===== config.mk =====
export PLATFORM = sky130hd
export DESIGN_NAME = ccb_config_bank
export DESIGN_NICKNAME = d
export VERILOG_FILES = /design/src/hw/ccb_pkg.sv /design/src/hw/ccb_config_bank.sv
export VERILOG_INCLUDE_DIRS = /design/src /design/src/hw
export SDC_FILE = /design/constraint.sdc
export NUM_CORES = 1
export LEC_CHECK = 0
export BUFFER_PORTS_ARGS = -buffer_cell sky130_fd_sc_hd__buf_2
export CORE_ASPECT_RATIO = 1.4
export CORE_MARGIN = 2
export CORE_UTILIZATION = 50
export DETAILED_ROUTE_END_ITERATION = 7
export PLACE_DENSITY = 0.78
export SKIP_CTS_REPAIR_TIMING = 1
export SYNTH_ARGS = -nofsm -noshare
export SYNTH_HDL_FRONTEND = slang
export SYNTH_SLANG_ARGS = --single-unit
export TNS_END_PERCENT = 100

===== constraint.sdc =====
create_clock -name sys_clk -period 4.65 [get_ports sys_clk]
set_clock_uncertainty 0.05 [all_clocks]
set_input_delay 0.6975 -clock sys_clk [delete_from_list [all_inputs] [get_ports sys_clk]]
set_output_delay 0.6975 -clock sys_clk [all_outputs]
set_load 0.01 [all_outputs]

===== src/hw/ccb_defs.svh =====
`ifndef CCB_DEFS_SVH
`define CCB_DEFS_SVH

// ****************************************
// Command byte layout
// ****************************************
`define CCB_CMD_DIR_BIT 7
`define CCB_CMD_REV_BIT 6
`define CCB_CMD_CLASS_HI 5
`define CCB_CMD_CLASS_LO 4
`define CCB_CMD_CODE_HI 3
`define CCB_CMD_CODE_LO 0
`define CCB_CLASS_STATUS 2'h1
`define CCB_CLASS_EXT 2'h3

// ****************************************
// Extended command codes
// ****************************************
`define CCB_XC_SLEEP 4'h0
`define CCB_XC_WAKE 4'h1
`define CCB_XC_SWAP 4'hd
`define CCB_XC_SRESET 4'he
`define CCB_XC_NOOP 4'hf

// ****************************************
// Register indices (status command code)
// ****************************************
`define CCB_NUM_REGS 9
`define CCB_IDX_GENERAL 4'h0
`define CCB_IDX_IFMT 4'h1
`define CCB_IDX_FILTER 4'h2
`define CCB_IDX_TONE 4'h3
`define CCB_IDX_TROUTE 4'h4
`define CCB_IDX_MIC 4'h5
`define CCB_IDX_EARSPK 4'h6
`define CCB_IDX_LOOP 4'h7
`define CCB_IDX_SERIAL 4'h8

// ****************************************
// Reset values and writable-bit masks
// ****************************************
`define CCB_RST_IFMT 8'hf0
`define CCB_RST_ZERO 8'h00
`define CCB_MASK_ALL 8'hff
`define CCB_MASK_FILTER 8'hf7
`define CCB_MASK_TROUTE 8'hdc
`define CCB_MASK_MIC 8'hfb
`define CCB_MASK_LOOP 8'h7f
`define CCB_MASK_SERIAL 8'h3f

// ****************************************
// Field positions
// ****************************************
`define CCB_G_HF 7
`define CCB_G_AGC_TX 6
`define CCB_G_AGC_RX 5
`define CCB_G_VTX 4
`define CCB_G_SLOT 3
`define CCB_G_PWR 2
`define CCB_G_DUAL 1
`define CCB_G_LAW 0
`define CCB_F_TXG 7
`define CCB_F_RXG 6
`define CCB_F_SIDE 5
`define CCB_F_TXEQ 4
`define CCB_F_RXEQ 2
`define CCB_F_RXHP 1
`define CCB_F_TXHP 0
`define CCB_T_SRC 7
`define CCB_T_SECOND 6
`define CCB_T_FILT 5
`define CCB_T_CAD 4
`define CCB_T_BEAT 3
`define CCB_T_THREE 2
`define CCB_T_STOP 1
`define CCB_T_SQUARE 0
`define CCB_R_PIEZO 7
`define CCB_R_SPK 6
`define CCB_R_RXT 4
`define CCB_R_DIAL 3
`define CCB_R_TXT 2
`define CCB_M_VREF 3
`define CCB_E_LIM 4
`define CCB_L_PZST 6
`define CCB_S_PP1 5
`define CCB_S_PP0 4
`define CCB_S_DBL 3

// ****************************************
// Level codes and loop limits
// ****************************************
`define CCB_SPK_OFF 4'h0
`define CCB_SPK_CAP 4'h8
`define CCB_LOOP_MAX 3'h4
`define CCB_LOOP_NONE 3'h0
`define CCB_PINDIR_ALL_IN 4'hf

`endif


===== src/hw/ccb_pkg.sv =====
package ccb_pkg;

  typedef enum logic {
    CCB_ST_CMD,
    CCB_ST_DATA
  } ccb_state_t;

  typedef struct packed {
    ccb_state_t state;
    logic [3:0] wr_idx;
    logic [8:0][7:0] regs;
    logic swap;
    logic rev;
    logic resp_valid;
    logic [7:0] resp_data;
    logic strap_meta;
    logic strap_sync;
  } ccb_regs_t;

endpackage : ccb_pkg


===== src/hw/ccb_config_bank.sv =====
// Function
// - Top class bits 11 select extended commands
// - Command top bit zero writes, one reads
// - Channel swap command toggles line exchange
// - Code 1110 soft reset, 1111 no-op
// - Power bit zero is standby; keeps state
// - Automatic gain only while handsfree enabled
// - Voice transmit sends idle when powered down
// - Slot bit picks frame channel 0/1, terminal mode only
// - Dual-device bit changes channel-select meaning
// - Companding: zero A-law, one mu-law
// - Signaling pin direction, terminal mode only
// - Voice route mode field selects routing
// - Gains and equalizers zero default, one coefficients
// - Highpass off bits remove hum filters
// - Tone runs on source or cadence enable
// - Second tone only without dial transmit
// - Three-tone ring and automatic stop
// - Trapezoid only without speaker or piezo ring
// - Ringing and tone direction routing enables
// - Speech caps louder speaker level at -9.5dB
// - Microphone input select, fourth code unused
// - Piezo pins show handsfree status
// - Analog and digital loop select fields
// - Serial push-pull, double clock, master rate
`timescale 1ns/1ps
`include "ccb_defs.svh"
`default_nettype none

module ccb_config_bank (
  input wire logic sys_clk, // System clock, 100 MHz
  input wire logic arst_n, // Asynchronous reset, active low
  input wire logic cmd_valid, // Byte from controller present
  input wire logic cmd_first, // Byte is a command byte
  input wire logic [7:0] cmd_data, // Command or data byte
  input wire logic addr_strap_pin, // Chip address strap pin
  input wire logic terminal_mode, // Bus runs in terminal mode
  input wire logic speech_tx_detect, // Transmit speech detected
  input wire logic hf_idle, // Handsfree idle state
  input wire logic hf_tx_active, // Handsfree transmit active
  output logic resp_valid, // Read data pulse
  output logic [7:0] resp_data, // Read data byte
  output logic chan_second, // Command data uses second channel
  output logic line_swap, // Downstream/upstream lines exchanged
  output logic power_active, // Normal operation, else standby
  output logic handsfree_enable, // Speakerphone support on
  output logic agc_tx_on, // Transmit automatic gain active
  output logic agc_rx_on, // Receive automatic gain active
  output logic voice_tx_send, // Send transmit voice samples
  output logic voice_tx_idle, // Send idle code
  output logic bearer_in_ch1, // Bearer voice in frame channel 1
  output logic mu_law_sel, // Mu-law coding, else A-law
  output logic [3:0] signal_pin_input, // Signaling pin is input
  output logic [3:0] voice_route_mode, // Voice routing mode
  output logic tx_gain_load, // Transmit gain from coefficients
  output logic rx_gain_load, // Receive gain from coefficients
  output logic sidetone_load, // Sidetone from coefficients
  output logic tx_eq_enable, // Transmit equalizer in path
  output logic rx_eq_enable, // Receive equalizer in path
  output logic rx_highpass_on, // Receive hum filter active
  output logic tx_highpass_on, // Transmit hum filter active
  output logic tone_gen_run, // Tone generator running
  output logic cadence_run, // Cadence generator running
  output logic tone_filter_on, // Tone filter in path
  output logic second_tone_on, // Second trapezoid added
  output logic beat_ring_on, // Beat ring generator on
  output logic three_tone_ring, // Three-tone ring, else two
  output logic auto_stop_on, // Ring stops after sequence
  output logic square_wave_on, // Square tone, else trapezoid
  output logic piezo_ring_out, // Ringing to piezo pins
  output logic speaker_ring_out, // Ringing to speaker pins
  output logic rx_tone_on, // Tone in receive direction
  output logic tx_tone_on, // Tone in transmit direction
  output logic dial_tx_on, // Dial tone in transmit direction
  output logic [3:0] mic_amp_mode, // Microphone amplifier setting
  output logic vref_force_on, // Reference held on
  output logic [1:0] mic_input_select, // Microphone input choice
  output logic mic_input_valid, // Input choice is a used code
  output logic [2:0] earpiece_mode, // Earpiece amplifier setting
  output logic [3:0] speaker_amp, // Effective speaker level
  output logic piezo_status_mode, // Piezo pins show status
  output logic piezo_pin1, // Piezo pin 1 status level
  output logic piezo_pin2, // Piezo pin 2 status level
  output logic [2:0] analog_loop_select, // Analog loop choice
  output logic [2:0] digital_loop_select, // Digital loop choice
  output logic uplink_pushpull, // Uplink pin push-pull
  output logic serial_out_pushpull, // Serial out pin push-pull
  output logic bit_clock_double, // Double bit clock rate
  output logic [2:0] master_clock_rate_sel // Master clock rate code
);

  // ****************************************
  // Register bank constants
  // ****************************************
  localparam logic [8:0][7:0] RST_VALS = {
    `CCB_RST_ZERO, `CCB_RST_ZERO, `CCB_RST_ZERO, `CCB_RST_ZERO, `CCB_RST_ZERO,
    `CCB_RST_ZERO, `CCB_RST_ZERO, `CCB_RST_IFMT, `CCB_RST_ZERO
  };
  localparam logic [8:0][7:0] WR_MASKS = {
    `CCB_MASK_SERIAL, `CCB_MASK_LOOP, `CCB_MASK_ALL, `CCB_MASK_MIC, `CCB_MASK_TROUTE,
    `CCB_MASK_ALL, `CCB_MASK_FILTER, `CCB_MASK_ALL, `CCB_MASK_ALL
  };

  ccb_pkg::ccb_regs_t cur_ff;
  ccb_pkg::ccb_regs_t nxt_cur;

  logic [1:0] cmd_class;
  logic [3:0] cmd_code;
  logic cmd_read;
  logic idx_ok;

  assign cmd_class = cmd_data[`CCB_CMD_CLASS_HI:`CCB_CMD_CLASS_LO];
  assign cmd_code = cmd_data[`CCB_CMD_CODE_HI:`CCB_CMD_CODE_LO];
  assign cmd_read = cmd_data[`CCB_CMD_DIR_BIT];
  assign idx_ok = (cmd_code < 4'(`CCB_NUM_REGS));

  // ****************************************
  // Command decode and register update
  // ****************************************
  always_comb begin
    nxt_cur = cur_ff;
    nxt_cur.resp_valid = 1'b0;
    // Strap pin crosses in from outside; second stage alone is used
    nxt_cur.strap_meta = addr_strap_pin;
    nxt_cur.strap_sync = cur_ff.strap_meta;
    if (cmd_valid && cmd_first) begin
      // A fresh command byte always aborts a pending data phase
      nxt_cur.state = ccb_pkg::CCB_ST_CMD;
      if (!cmd_read) begin
        nxt_cur.rev = cmd_data[`CCB_CMD_REV_BIT];
      end
      if (cmd_class == `CCB_CLASS_EXT) begin
        if (!cmd_read) begin
          case (cmd_code)
            `CCB_XC_SLEEP: begin
              nxt_cur.regs[`CCB_IDX_GENERAL][`CCB_G_PWR] = 1'b0;
            end
            `CCB_XC_WAKE: begin
              nxt_cur.regs[`CCB_IDX_GENERAL][`CCB_G_PWR] = 1'b1;
            end
            `CCB_XC_SWAP: begin
              nxt_cur.swap = ~cur_ff.swap;
            end
            `CCB_XC_SRESET: begin
              nxt_cur.regs = RST_VALS;
              nxt_cur.swap = 1'b0;
              nxt_cur.rev = 1'b0;
            end
            default: begin
              // No-op and undefined codes change nothing beyond the reverse bit loaded above
            end
          endcase
        end
      end else if (cmd_class == `CCB_CLASS_STATUS && idx_ok) begin
        if (cmd_read) begin
          nxt_cur.resp_valid = 1'b1;
          nxt_cur.resp_data = cur_ff.regs[cmd_code[3:0]];
        end else begin
          nxt_cur.state = ccb_pkg::CCB_ST_DATA;
          nxt_cur.wr_idx = cmd_code;
        end
      end
    end else if (cmd_valid) begin
      case (cur_ff.state)
        ccb_pkg::CCB_ST_DATA: begin
          // Fixed-zero positions are masked off on the way
          nxt_cur.regs[cur_ff.wr_idx] = cmd_data & WR_MASKS[cur_ff.wr_idx];
          nxt_cur.state = ccb_pkg::CCB_ST_CMD;
        end
        ccb_pkg::CCB_ST_CMD: begin
          // Stray data bytes without a command are dropped
        end
        default: begin
          nxt_cur.state = ccb_pkg::CCB_ST_CMD;
        end
      endcase
    end
  end

  always_ff @(posedge sys_clk or negedge arst_n) begin
    if (!arst_n) begin
      cur_ff.state <= ccb_pkg::CCB_ST_CMD;
      cur_ff.wr_idx <= 4'h0;
      cur_ff.regs <= RST_VALS;
      cur_ff.swap <= 1'b0;
      cur_ff.rev <= 1'b0;
      cur_ff.resp_valid <= 1'b0;
      cur_ff.resp_data <= 8'h00;
      cur_ff.strap_meta <= 1'b0;
      cur_ff.strap_sync <= 1'b0;
    end else begin
      cur_ff <= nxt_cur;
    end
  end

  // ****************************************
  // Register field views
  // ****************************************
  logic [7:0] gen_r;
  logic [7:0] ifmt_r;
  logic [7:0] filt_r;
  logic [7:0] tone_r;
  logic [7:0] trt_r;
  logic [7:0] mic_r;
  logic [7:0] esp_r;
  logic [7:0] loop_r;
  logic [7:0] ser_r;

  assign gen_r = cur_ff.regs[`CCB_IDX_GENERAL];
  assign ifmt_r = cur_ff.regs[`CCB_IDX_IFMT];
  assign filt_r = cur_ff.regs[`CCB_IDX_FILTER];
  assign tone_r = cur_ff.regs[`CCB_IDX_TONE];
  assign trt_r = cur_ff.regs[`CCB_IDX_TROUTE];
  assign mic_r = cur_ff.regs[`CCB_IDX_MIC];
  assign esp_r = cur_ff.regs[`CCB_IDX_EARSPK];
  assign loop_r = cur_ff.regs[`CCB_IDX_LOOP];
  assign ser_r = cur_ff.regs[`CCB_IDX_SERIAL];

  assign resp_valid = cur_ff.resp_valid;
  assign resp_data = cur_ff.resp_data;
  assign line_swap = cur_ff.swap;

  // ****************************************
  // General and interface format
  // ****************************************
  // While the dual-device bit is clear the strap reverses channel choice
  assign chan_second = cur_ff.rev ^ (~gen_r[`CCB_G_DUAL] & cur_ff.strap_sync);
  assign power_active = gen_r[`CCB_G_PWR];
  assign handsfree_enable = gen_r[`CCB_G_HF];
  assign agc_tx_on = gen_r[`CCB_G_AGC_TX] & gen_r[`CCB_G_HF];
  assign agc_rx_on = gen_r[`CCB_G_AGC_RX] & gen_r[`CCB_G_HF];
  assign voice_tx_send = gen_r[`CCB_G_VTX] & gen_r[`CCB_G_PWR];
  assign voice_tx_idle = gen_r[`CCB_G_VTX] & ~gen_r[`CCB_G_PWR];
  assign bearer_in_ch1 = terminal_mode & gen_r[`CCB_G_SLOT];
  assign mu_law_sel = gen_r[`CCB_G_LAW];
  // Outside terminal mode the signaling pins stay inputs
  assign signal_pin_input = terminal_mode ? ifmt_r[7:4] : `CCB_PINDIR_ALL_IN;
  assign voice_route_mode = ifmt_r[3:0];

  // ****************************************
  // Filters
  // ****************************************
  assign tx_gain_load = filt_r[`CCB_F_TXG];
  assign rx_gain_load = filt_r[`CCB_F_RXG];
  assign sidetone_load = filt_r[`CCB_F_SIDE];
  assign tx_eq_enable = filt_r[`CCB_F_TXEQ];
  assign rx_eq_enable = filt_r[`CCB_F_RXEQ];
  assign rx_highpass_on = ~filt_r[`CCB_F_RXHP];
  assign tx_highpass_on = ~filt_r[`CCB_F_TXHP];

  // ****************************************
  // Tone generation and routing
  // ****************************************
  assign cadence_run = tone_r[`CCB_T_CAD];
  assign tone_gen_run = tone_r[`CCB_T_SRC] | tone_r[`CCB_T_CAD];
  assign tone_filter_on = tone_r[`CCB_T_FILT];
  assign second_tone_on = tone_r[`CCB_T_SECOND] & ~trt_r[`CCB_R_DIAL];
  assign beat_ring_on = tone_r[`CCB_T_BEAT];
  assign three_tone_ring = tone_r[`CCB_T_BEAT] & tone_r[`CCB_T_THREE] & ~trt_r[`CCB_R_DIAL];
  assign auto_stop_on = tone_r[`CCB_T_STOP];
  // Piezo and speaker ringing can only carry a square wave
  assign square_wave_on = tone_r[`CCB_T_SQUARE] | trt_r[`CCB_R_PIEZO] | trt_r[`CCB_R_SPK];
  assign piezo_ring_out = trt_r[`CCB_R_PIEZO];
  assign speaker_ring_out = trt_r[`CCB_R_SPK];
  assign rx_tone_on = trt_r[`CCB_R_RXT];
  assign tx_tone_on = trt_r[`CCB_R_TXT];
  assign dial_tx_on = trt_r[`CCB_R_DIAL];

  // ****************************************
  // Microphone, earpiece and speaker
  // ****************************************
  assign mic_amp_mode = mic_r[7:4];
  assign vref_force_on = mic_r[`CCB_M_VREF];
  assign mic_input_select = mic_r[1:0];
  assign mic_input_valid = ~(mic_r[1] & mic_r[0]);
  assign earpiece_mode = esp_r[7:5];

  logic spk_louder;
  logic spk_cap;

  // Louder than the cap means any active code below it; the off code 0 is excluded
  assign spk_louder = (esp_r[3:0] != `CCB_SPK_OFF) && (esp_r[3:0] < `CCB_SPK_CAP);
  assign spk_cap = esp_r[`CCB_E_LIM] & gen_r[`CCB_G_HF] & speech_tx_detect & spk_louder;
  assign speaker_amp = spk_cap ? `CCB_SPK_CAP : esp_r[3:0];

  assign piezo_status_mode = loop_r[`CCB_L_PZST] & trt_r[`CCB_R_PIEZO];
  assign piezo_pin1 = piezo_status_mode & hf_idle;
  assign piezo_pin2 = piezo_status_mode & hf_tx_active;

  // ****************************************
  // Loops and serial port
  // ****************************************
  // Codes above the last defined loop fall back to no loop
  assign analog_loop_select = (loop_r[5:3] > `CCB_LOOP_MAX) ? `CCB_LOOP_NONE : loop_r[5:3];
  assign digital_loop_select = (loop_r[2:0] > `CCB_LOOP_MAX) ? `CCB_LOOP_NONE : loop_r[2:0];
  assign uplink_pushpull = ser_r[`CCB_S_PP0];
  assign serial_out_pushpull = ser_r[`CCB_S_PP1];
  assign bit_clock_double = ser_r[`CCB_S_DBL];
  assign master_clock_rate_sel = ser_r[2:0];

endmodule : ccb_config_bank

`default_nettype wire


==> After elaboration in Yosys (flattened, before gate mapping) <==
Memories as Yosys holds them, arrays and structs flattened.
Index checks and enable logic that the tools add are counted.
{ "totals": {"register_bits": 90, "latchBits": 0, "ram_bits": 0, "mem_bits_ro": 128, "output_inout_bits": 77, "wordCells": 110, "mem_count": 1} }
{ "classes": {"addsub": 0, "multipliers": 0, "n_div": 0, "order_cmp": 7, "eq_ne": 9, "shift": 0, "n_mux": 30, "n_bitwise": 30, "reduce_logical": 15} }
{ "memory_table": {"columns": ["name", "depth", "word_bits", "read_ports", "rd_ports_with_merged_regs", "write_ports", "line", "text"], "rows": [
  ["(name not given)", 16, 8, 1, 0, 0, "ccb_config_bank.sv:167", "nxt_cur.regs[cur_ff.wr_idx] = cmd_data & WR_MASKS[cur_ff.wr_idx];"]
]} }
{ "op_table": {"columns": ["operator", "count"], "rows": [
  ["$mux W72", 3],
  ["$mux W74", 2],
  ["$bwmux W72", 1],
  ["$mux W69", 1],
  ["$mux W9", 4],
  ["$bmux W8 S4", 1],
  ["$demux W8 S4", 1],
  ["$mux W8", 3],
  ["$and A1 B1 Y1", 16],
  ["$mux W5", 3],
  ["$reduce_and A4 Y1", 3],
  ["$lt A4 B5 Y1 const B", 2],
  ["$reduce_and A5 Y1", 2],
  ["$not A1 Y1", 9],
  ["$and A8 B8 Y8", 1],
  ["$eq A4 B4 Y1 const B", 2],
  ["$lt A4 B4 Y1 const B", 2],
  ["$mux W4", 2],
  ["$gt A3 B3 Y1 const B", 2],
  ["$mux W3", 2],
  ["$reduce_bool A2 Y1", 3],
  ["$eq A4 B1 Y1 const B", 1],
  ["$ge A4 B1 Y1 const B", 1],
  ["$logic_and A1 B1 Y1", 4],
  ["13 further kinds", 20]
]} }

==> Longest topological paths before layout <==
{ "depth": {"depth_word": 8, "ltp_mapped": 6, "mapped_depth_nobuf": 4} }

==> Least setup slack after synthesis <==
Ideal clock, no wire load.
{ "synth_path": {"path_type": "input -> register", "start": "input cmd_data[0]", "end": "register cur_ff, in the netlist trt_r[7]", "setup_ns": 0.121, "arrival_ns": 1.814, "path_slack_ns": 2.665, "path_stages": 6, "path_buffers": 2, "cell_sequence": "buf_2 -> and4b_1 -> o221a_4 -> buf_8 -> o21ai_2 -> a22o_1"} }
{ "synth_via": {"elab_chain_len": 3} }
{ "synth_rtl": {"columns": ["element", "line", "text"], "rows": [
  ["start, declared", "ccb_config_bank.sv:35", "input wire logic [7:0] cmd_data,"],
  ["$eq A4 B4 Y1", "ccb_config_bank.sv:134", "case (cmd_code)"],
  ["$ne A2 B1 Y1 (no source line)", null, null],
  ["$reduce_and A5 Y1 (no source line)", null, null],
  ["end signal, assigned", "ccb_config_bank.sv:192", "cur_ff <= nxt_cur;"],
  ["end, declared", "ccb_config_bank.sv:104", "ccb_pkg::ccb_regs_t cur_ff;"]
]} }
No other way between the ends.
A chain may end at the register's enable or synchronous reset.

==> Worst setup path after layout <==
{ "layout_path": {"start": "input cmd_data[0]", "end": "register cur_ff, in the netlist ifmt_r[6]"} }
The elaborated chain is that of the path after synthesis.

==> results.txt <==
----------------------------------------------------
[Clocking]
  Clock net sink count ... 90
  Clock-pin slew on the worst setup and hold paths ... 0.06 ns
  Clock tree from TritonCTS ... done
  Number of buffers on the longest clock path ... 2
  Level count of the clock H-tree ... 3
  Number of clock buffers inserted by TritonCTS ... 9
  Clock tree root driver cell ... sky130_fd_sc_hd__clkbuf_16
  Skew-Pair Late Insertion Delay ... 0.35 ns

[Worst setup path]
  Kind of launch point of the worst setup path ... input pin
  Crit Path Category ... in -> reg
  Critical path peak fanout ... 43
  Worst Reg-to-Reg Cells ... 4
  Worst path bufs/invs ... 1
  CP Cell Sequence ... buf_2, and4b_1, o221a_4, o21ai_4, mux2_2
  Delay of the slowest cell on the worst path ... 0.83 ns
  Number of gates on the worst path with buffers counted ... 5
  Arrival @ worst endpoint ... 2.77 ns
  Data required, critical path ... 4.88 ns
  Crit-path leading delay family ... buffers and inverters
  Critical Path Slowest Stage Cell ... sky130_fd_sc_hd__buf_2
  Critical Path Sink Type ... flop

[Place]
  Input/output buffers ... 93
  Routability-driven placement congestion ratio ... 0.882
  DP Worst Slack ... 1.77 ns
  HPWL after detailed placement ... 9.06 mm

[Routing]
  Via-per-instance ratio ... 6.43
  Vias post-DR ... 3703
  Remaining number of nets flagged by the antenna check after routing ... 0
  1st-pass router iterations ... 5
  Detailed Route Iter0 Violations ... 289
  Wirelength per Cell ... 22.6 um
  Number of remaining DRC errors ... 0
  Total detailed-routing wirelength ... 13.0 mm

[Die]
  Site Rows ... 41
  Std-Cell Core Area ... 0.00903 mm2
  Initial standard-cell utilization of the core ... 51.5%
  Chip Width ... 85.5 um
  Number of ports placed on the die boundary ... 94
  Vertical die dimension ... 118 um
  Die Footprint ... 0.0101 mm2

[Logic synthesis]
  Seq/Total Area, Yosys ... 48.5%
  Count of distinct cell types in the synthesized netlist ... 55
  Gate count after technology mapping ... 404
  Mean area per synthesized cell ... 11.5 um2
  Fraction of registers with async set or reset after synthesis ... 100%
  Combined area of all synthesized cells ... 0.00465 mm2
  Syn nets ... 421
  Flip-flop and latch count after synthesis ... 90
  EDFF count, synth ... 0
  Warning count from the yosys run ... 0
  Ys flop type ... sky130_fd_sc_hd__dfrtp_1

[Power and ir drop]
  Combinational power share ... 13.4%
  Sequential cell fraction of total power ... 47.6%
  PwrDens ... 359 mW/mm2
  Internal cell power ... 1.35 mW
  Switching part of the total power ... 28.5%
  Switching power ... 0.540 mW
  Pleak ... 2.56 nW
  Worst voltage drop across the vdd grid ... 0.234 mV
  Clock network fraction of design power ... 39.0%

[Global route]
  Number of antenna violations at the first check in global routing ... 0
  Overall Global Routing Usage ... 26.7%
  Vias in the first global route ... 3673
  First-pass GRT wire length ... 20.7 mm
  Pin count of the biggest net entering global routing ... 91
  Remaining global-route overflow ... 0

[Timing]
  Unrepaired setup endpoints after global routing ... no
  Upper clock frequency limit ... 0.393 GHz
  Setup TNS ... 0 ns
  Final setup vio count ... 0
  Least-Margin Pin Slew ... 1.16 ns
  Min setup slack post-route ... 2.11 ns
  Number of pins exceeding their max-slew limit in the final report ... 0
  Clock period minus worst slack ... 2.54 ns
  Worst max-slew margin expressed relative to the limit ... 23.0%
  Final worst path period share ... 54.7%
  Hold Vio Cnt, Final ... 0

[Final layout]
  Layout cells sized above 1 ... 30.9%
  Diodes inserted ... 0
  Net total in the final layout ... 481
  Layout overhead on the synthesized area ... 13.3%

[Flow run]
  Max_cap viols ... 0

[Worst hold path]
  Kind of path behind the tightest hold check ... reg -> reg
  Cell depth of the worst min-delay path ... 0

[Outcome]
  Outcome ... finished, final reports clean

----------------------------------------------------
## worst paths after layout
check	start	to	slack [ns]
max	cmd_data[0]	ifmt_r[6]	2.11
min	cur_ff[1]	cur_ff[0]	0.30
max reg2reg	cur_ff[86]	filt_r[5]	2.50
min reg2reg	cur_ff[1]	cur_ff[0]	0.30
max in group asynchronous	arst_n	tone_r[4]	3.33
min in group asynchronous	arst_n	esp_r[1]	0.53
## flip-flops by register name, summed over array words and instances, names as in the netlist
register / flops
loop_r: 8
resp_valid: 1
gen_r: 8
resp_data: 8
tone_r: 8
esp_r: 8
line_swap: 1
cur_ff: 8
trt_r: 8
ifmt_r: 8
ser_r: 8
mic_r: 8
filt_r: 8
## per-layer routing
metal / routed length, um / track usage, % / share of wire (%) / vias to the layer above
li1: - / - / - / 1625
met1: 5060 / 34.8 / 39 / 1858
met2: 6510 / 42.3 / 50 / 174
met3: 733 / 3.28 / 5.6 / 46
met4: 689 / 15.6 / 5.3 / 0
met5: 0 / 0 / 0 / -
## Yosys cell counts, types with 4 or more instances
cell type / number / area, um2
sky130_fd_sc_hd__o22ai_1: 8 / 50.1
sky130_fd_sc_hd__and3_1: 6 / 37.5
sky130_fd_sc_hd__and2_1: 20 / 125
sky130_fd_sc_hd__nand3_1: 4 / 20.0
sky130_fd_sc_hd__buf_2: 13 / 65.1
sky130_fd_sc_hd__o2bb2ai_1: 53 / 464
sky130_fd_sc_hd__mux2_2: 14 / 158
sky130_fd_sc_hd__and3b_1: 4 / 35.0
sky130_fd_sc_hd__clkbuf_1: 6 / 22.5
sky130_fd_sc_hd__dfrtp_1: 86 / 2150
sky130_fd_sc_hd__a211oi_1: 8 / 60.1
sky130_fd_sc_hd__dfstp_2: 4 / 105
sky130_fd_sc_hd__o21ai_0: 10 / 50.1
sky130_fd_sc_hd__a22o_1: 12 / 105
sky130_fd_sc_hd__nand2_1: 24 / 90.1
sky130_fd_sc_hd__buf_4: 24 / 180
sky130_fd_sc_hd__inv_1: 7 / 26.3
sky130_fd_sc_hd__o21ai_2: 6 / 52.6
sky130_fd_sc_hd__nor2b_1: 11 / 68.8
sky130_fd_sc_hd__mux2i_1: 27 / 270
## power by group through the flow
stage          sequential (mW)  combinational, mW  clock, mW
6_report                 0.901              0.254      0.738
5_1_grt                  0.908              0.276      0.775
4_1_cts                  0.898              0.254      0.743
3_5_place_dp             0.911              0.252          0
3_3_place_gp             0.909              0.247          0
2_1_floorplan            0.881              0.183          0
## cell usage in the layout (no fill, tap or decap), types with 9 or more instances in the layout
master                      netlist  routed
sky130_fd_sc_hd__nor2b_1         11      11
sky130_fd_sc_hd__mux2_2          14      14
sky130_fd_sc_hd__dfrtp_1         86      86
sky130_fd_sc_hd__o2bb2ai_1       53      53
sky130_fd_sc_hd__nand2_1         24      24
sky130_fd_sc_hd__mux2i_1         27      27
sky130_fd_sc_hd__o21ai_0         10      10
sky130_fd_sc_hd__and2_1          20      20
sky130_fd_sc_hd__a22o_1          12      12
sky130_fd_sc_hd__buf_2           13      92
sky130_fd_sc_hd__clkbuf_16        0       9
## final cells by class
type,instances,area [um2]
clock inverters,7,76.3
well taps,107,134
multi-input cells,263,2090
flip-flops and latches,90,2260
fillers,771,3750
clock buffers,9,225
repair buffers,93,468
inverters,7,26.3
## worst reg2reg max path, cell delays in order, from the launching register on
cell	delay, ns
sky130_fd_sc_hd__dfrtp_1	0.58
sky130_fd_sc_hd__or4b_4	0.68
sky130_fd_sc_hd__and2_1	0.21
sky130_fd_sc_hd__nand2_1	0.36
sky130_fd_sc_hd__o2bb2ai_1	0.13
## metrics by stage
stage,area (um2),cells,total power [mW],hold WS (ns),utilization [%]
final,5270,576,1.89,0.300,58.4
after global routing,5270,576,1.96,0.310,58.4
after CTS,5270,576,1.90,0.303,58.4
after detailed placement,4970,560,1.16,0.288,55.1
after global placement,4970,560,1.16,0.284,55.1
after floorplan,4650,404,1.06,0.281,-
## cells by family after synthesis
family | count (synthesis) | synth area share (%)
flops | 90 | 48.5
buf+inv | 51 | 6.64
simple gates | 105 | 15.0
mux | 41 | 9.20
xor+xnor | 1 | 0.188
compound gates | 116 | 20.5
No activity file was read; power rests on OpenSTA's default activity.
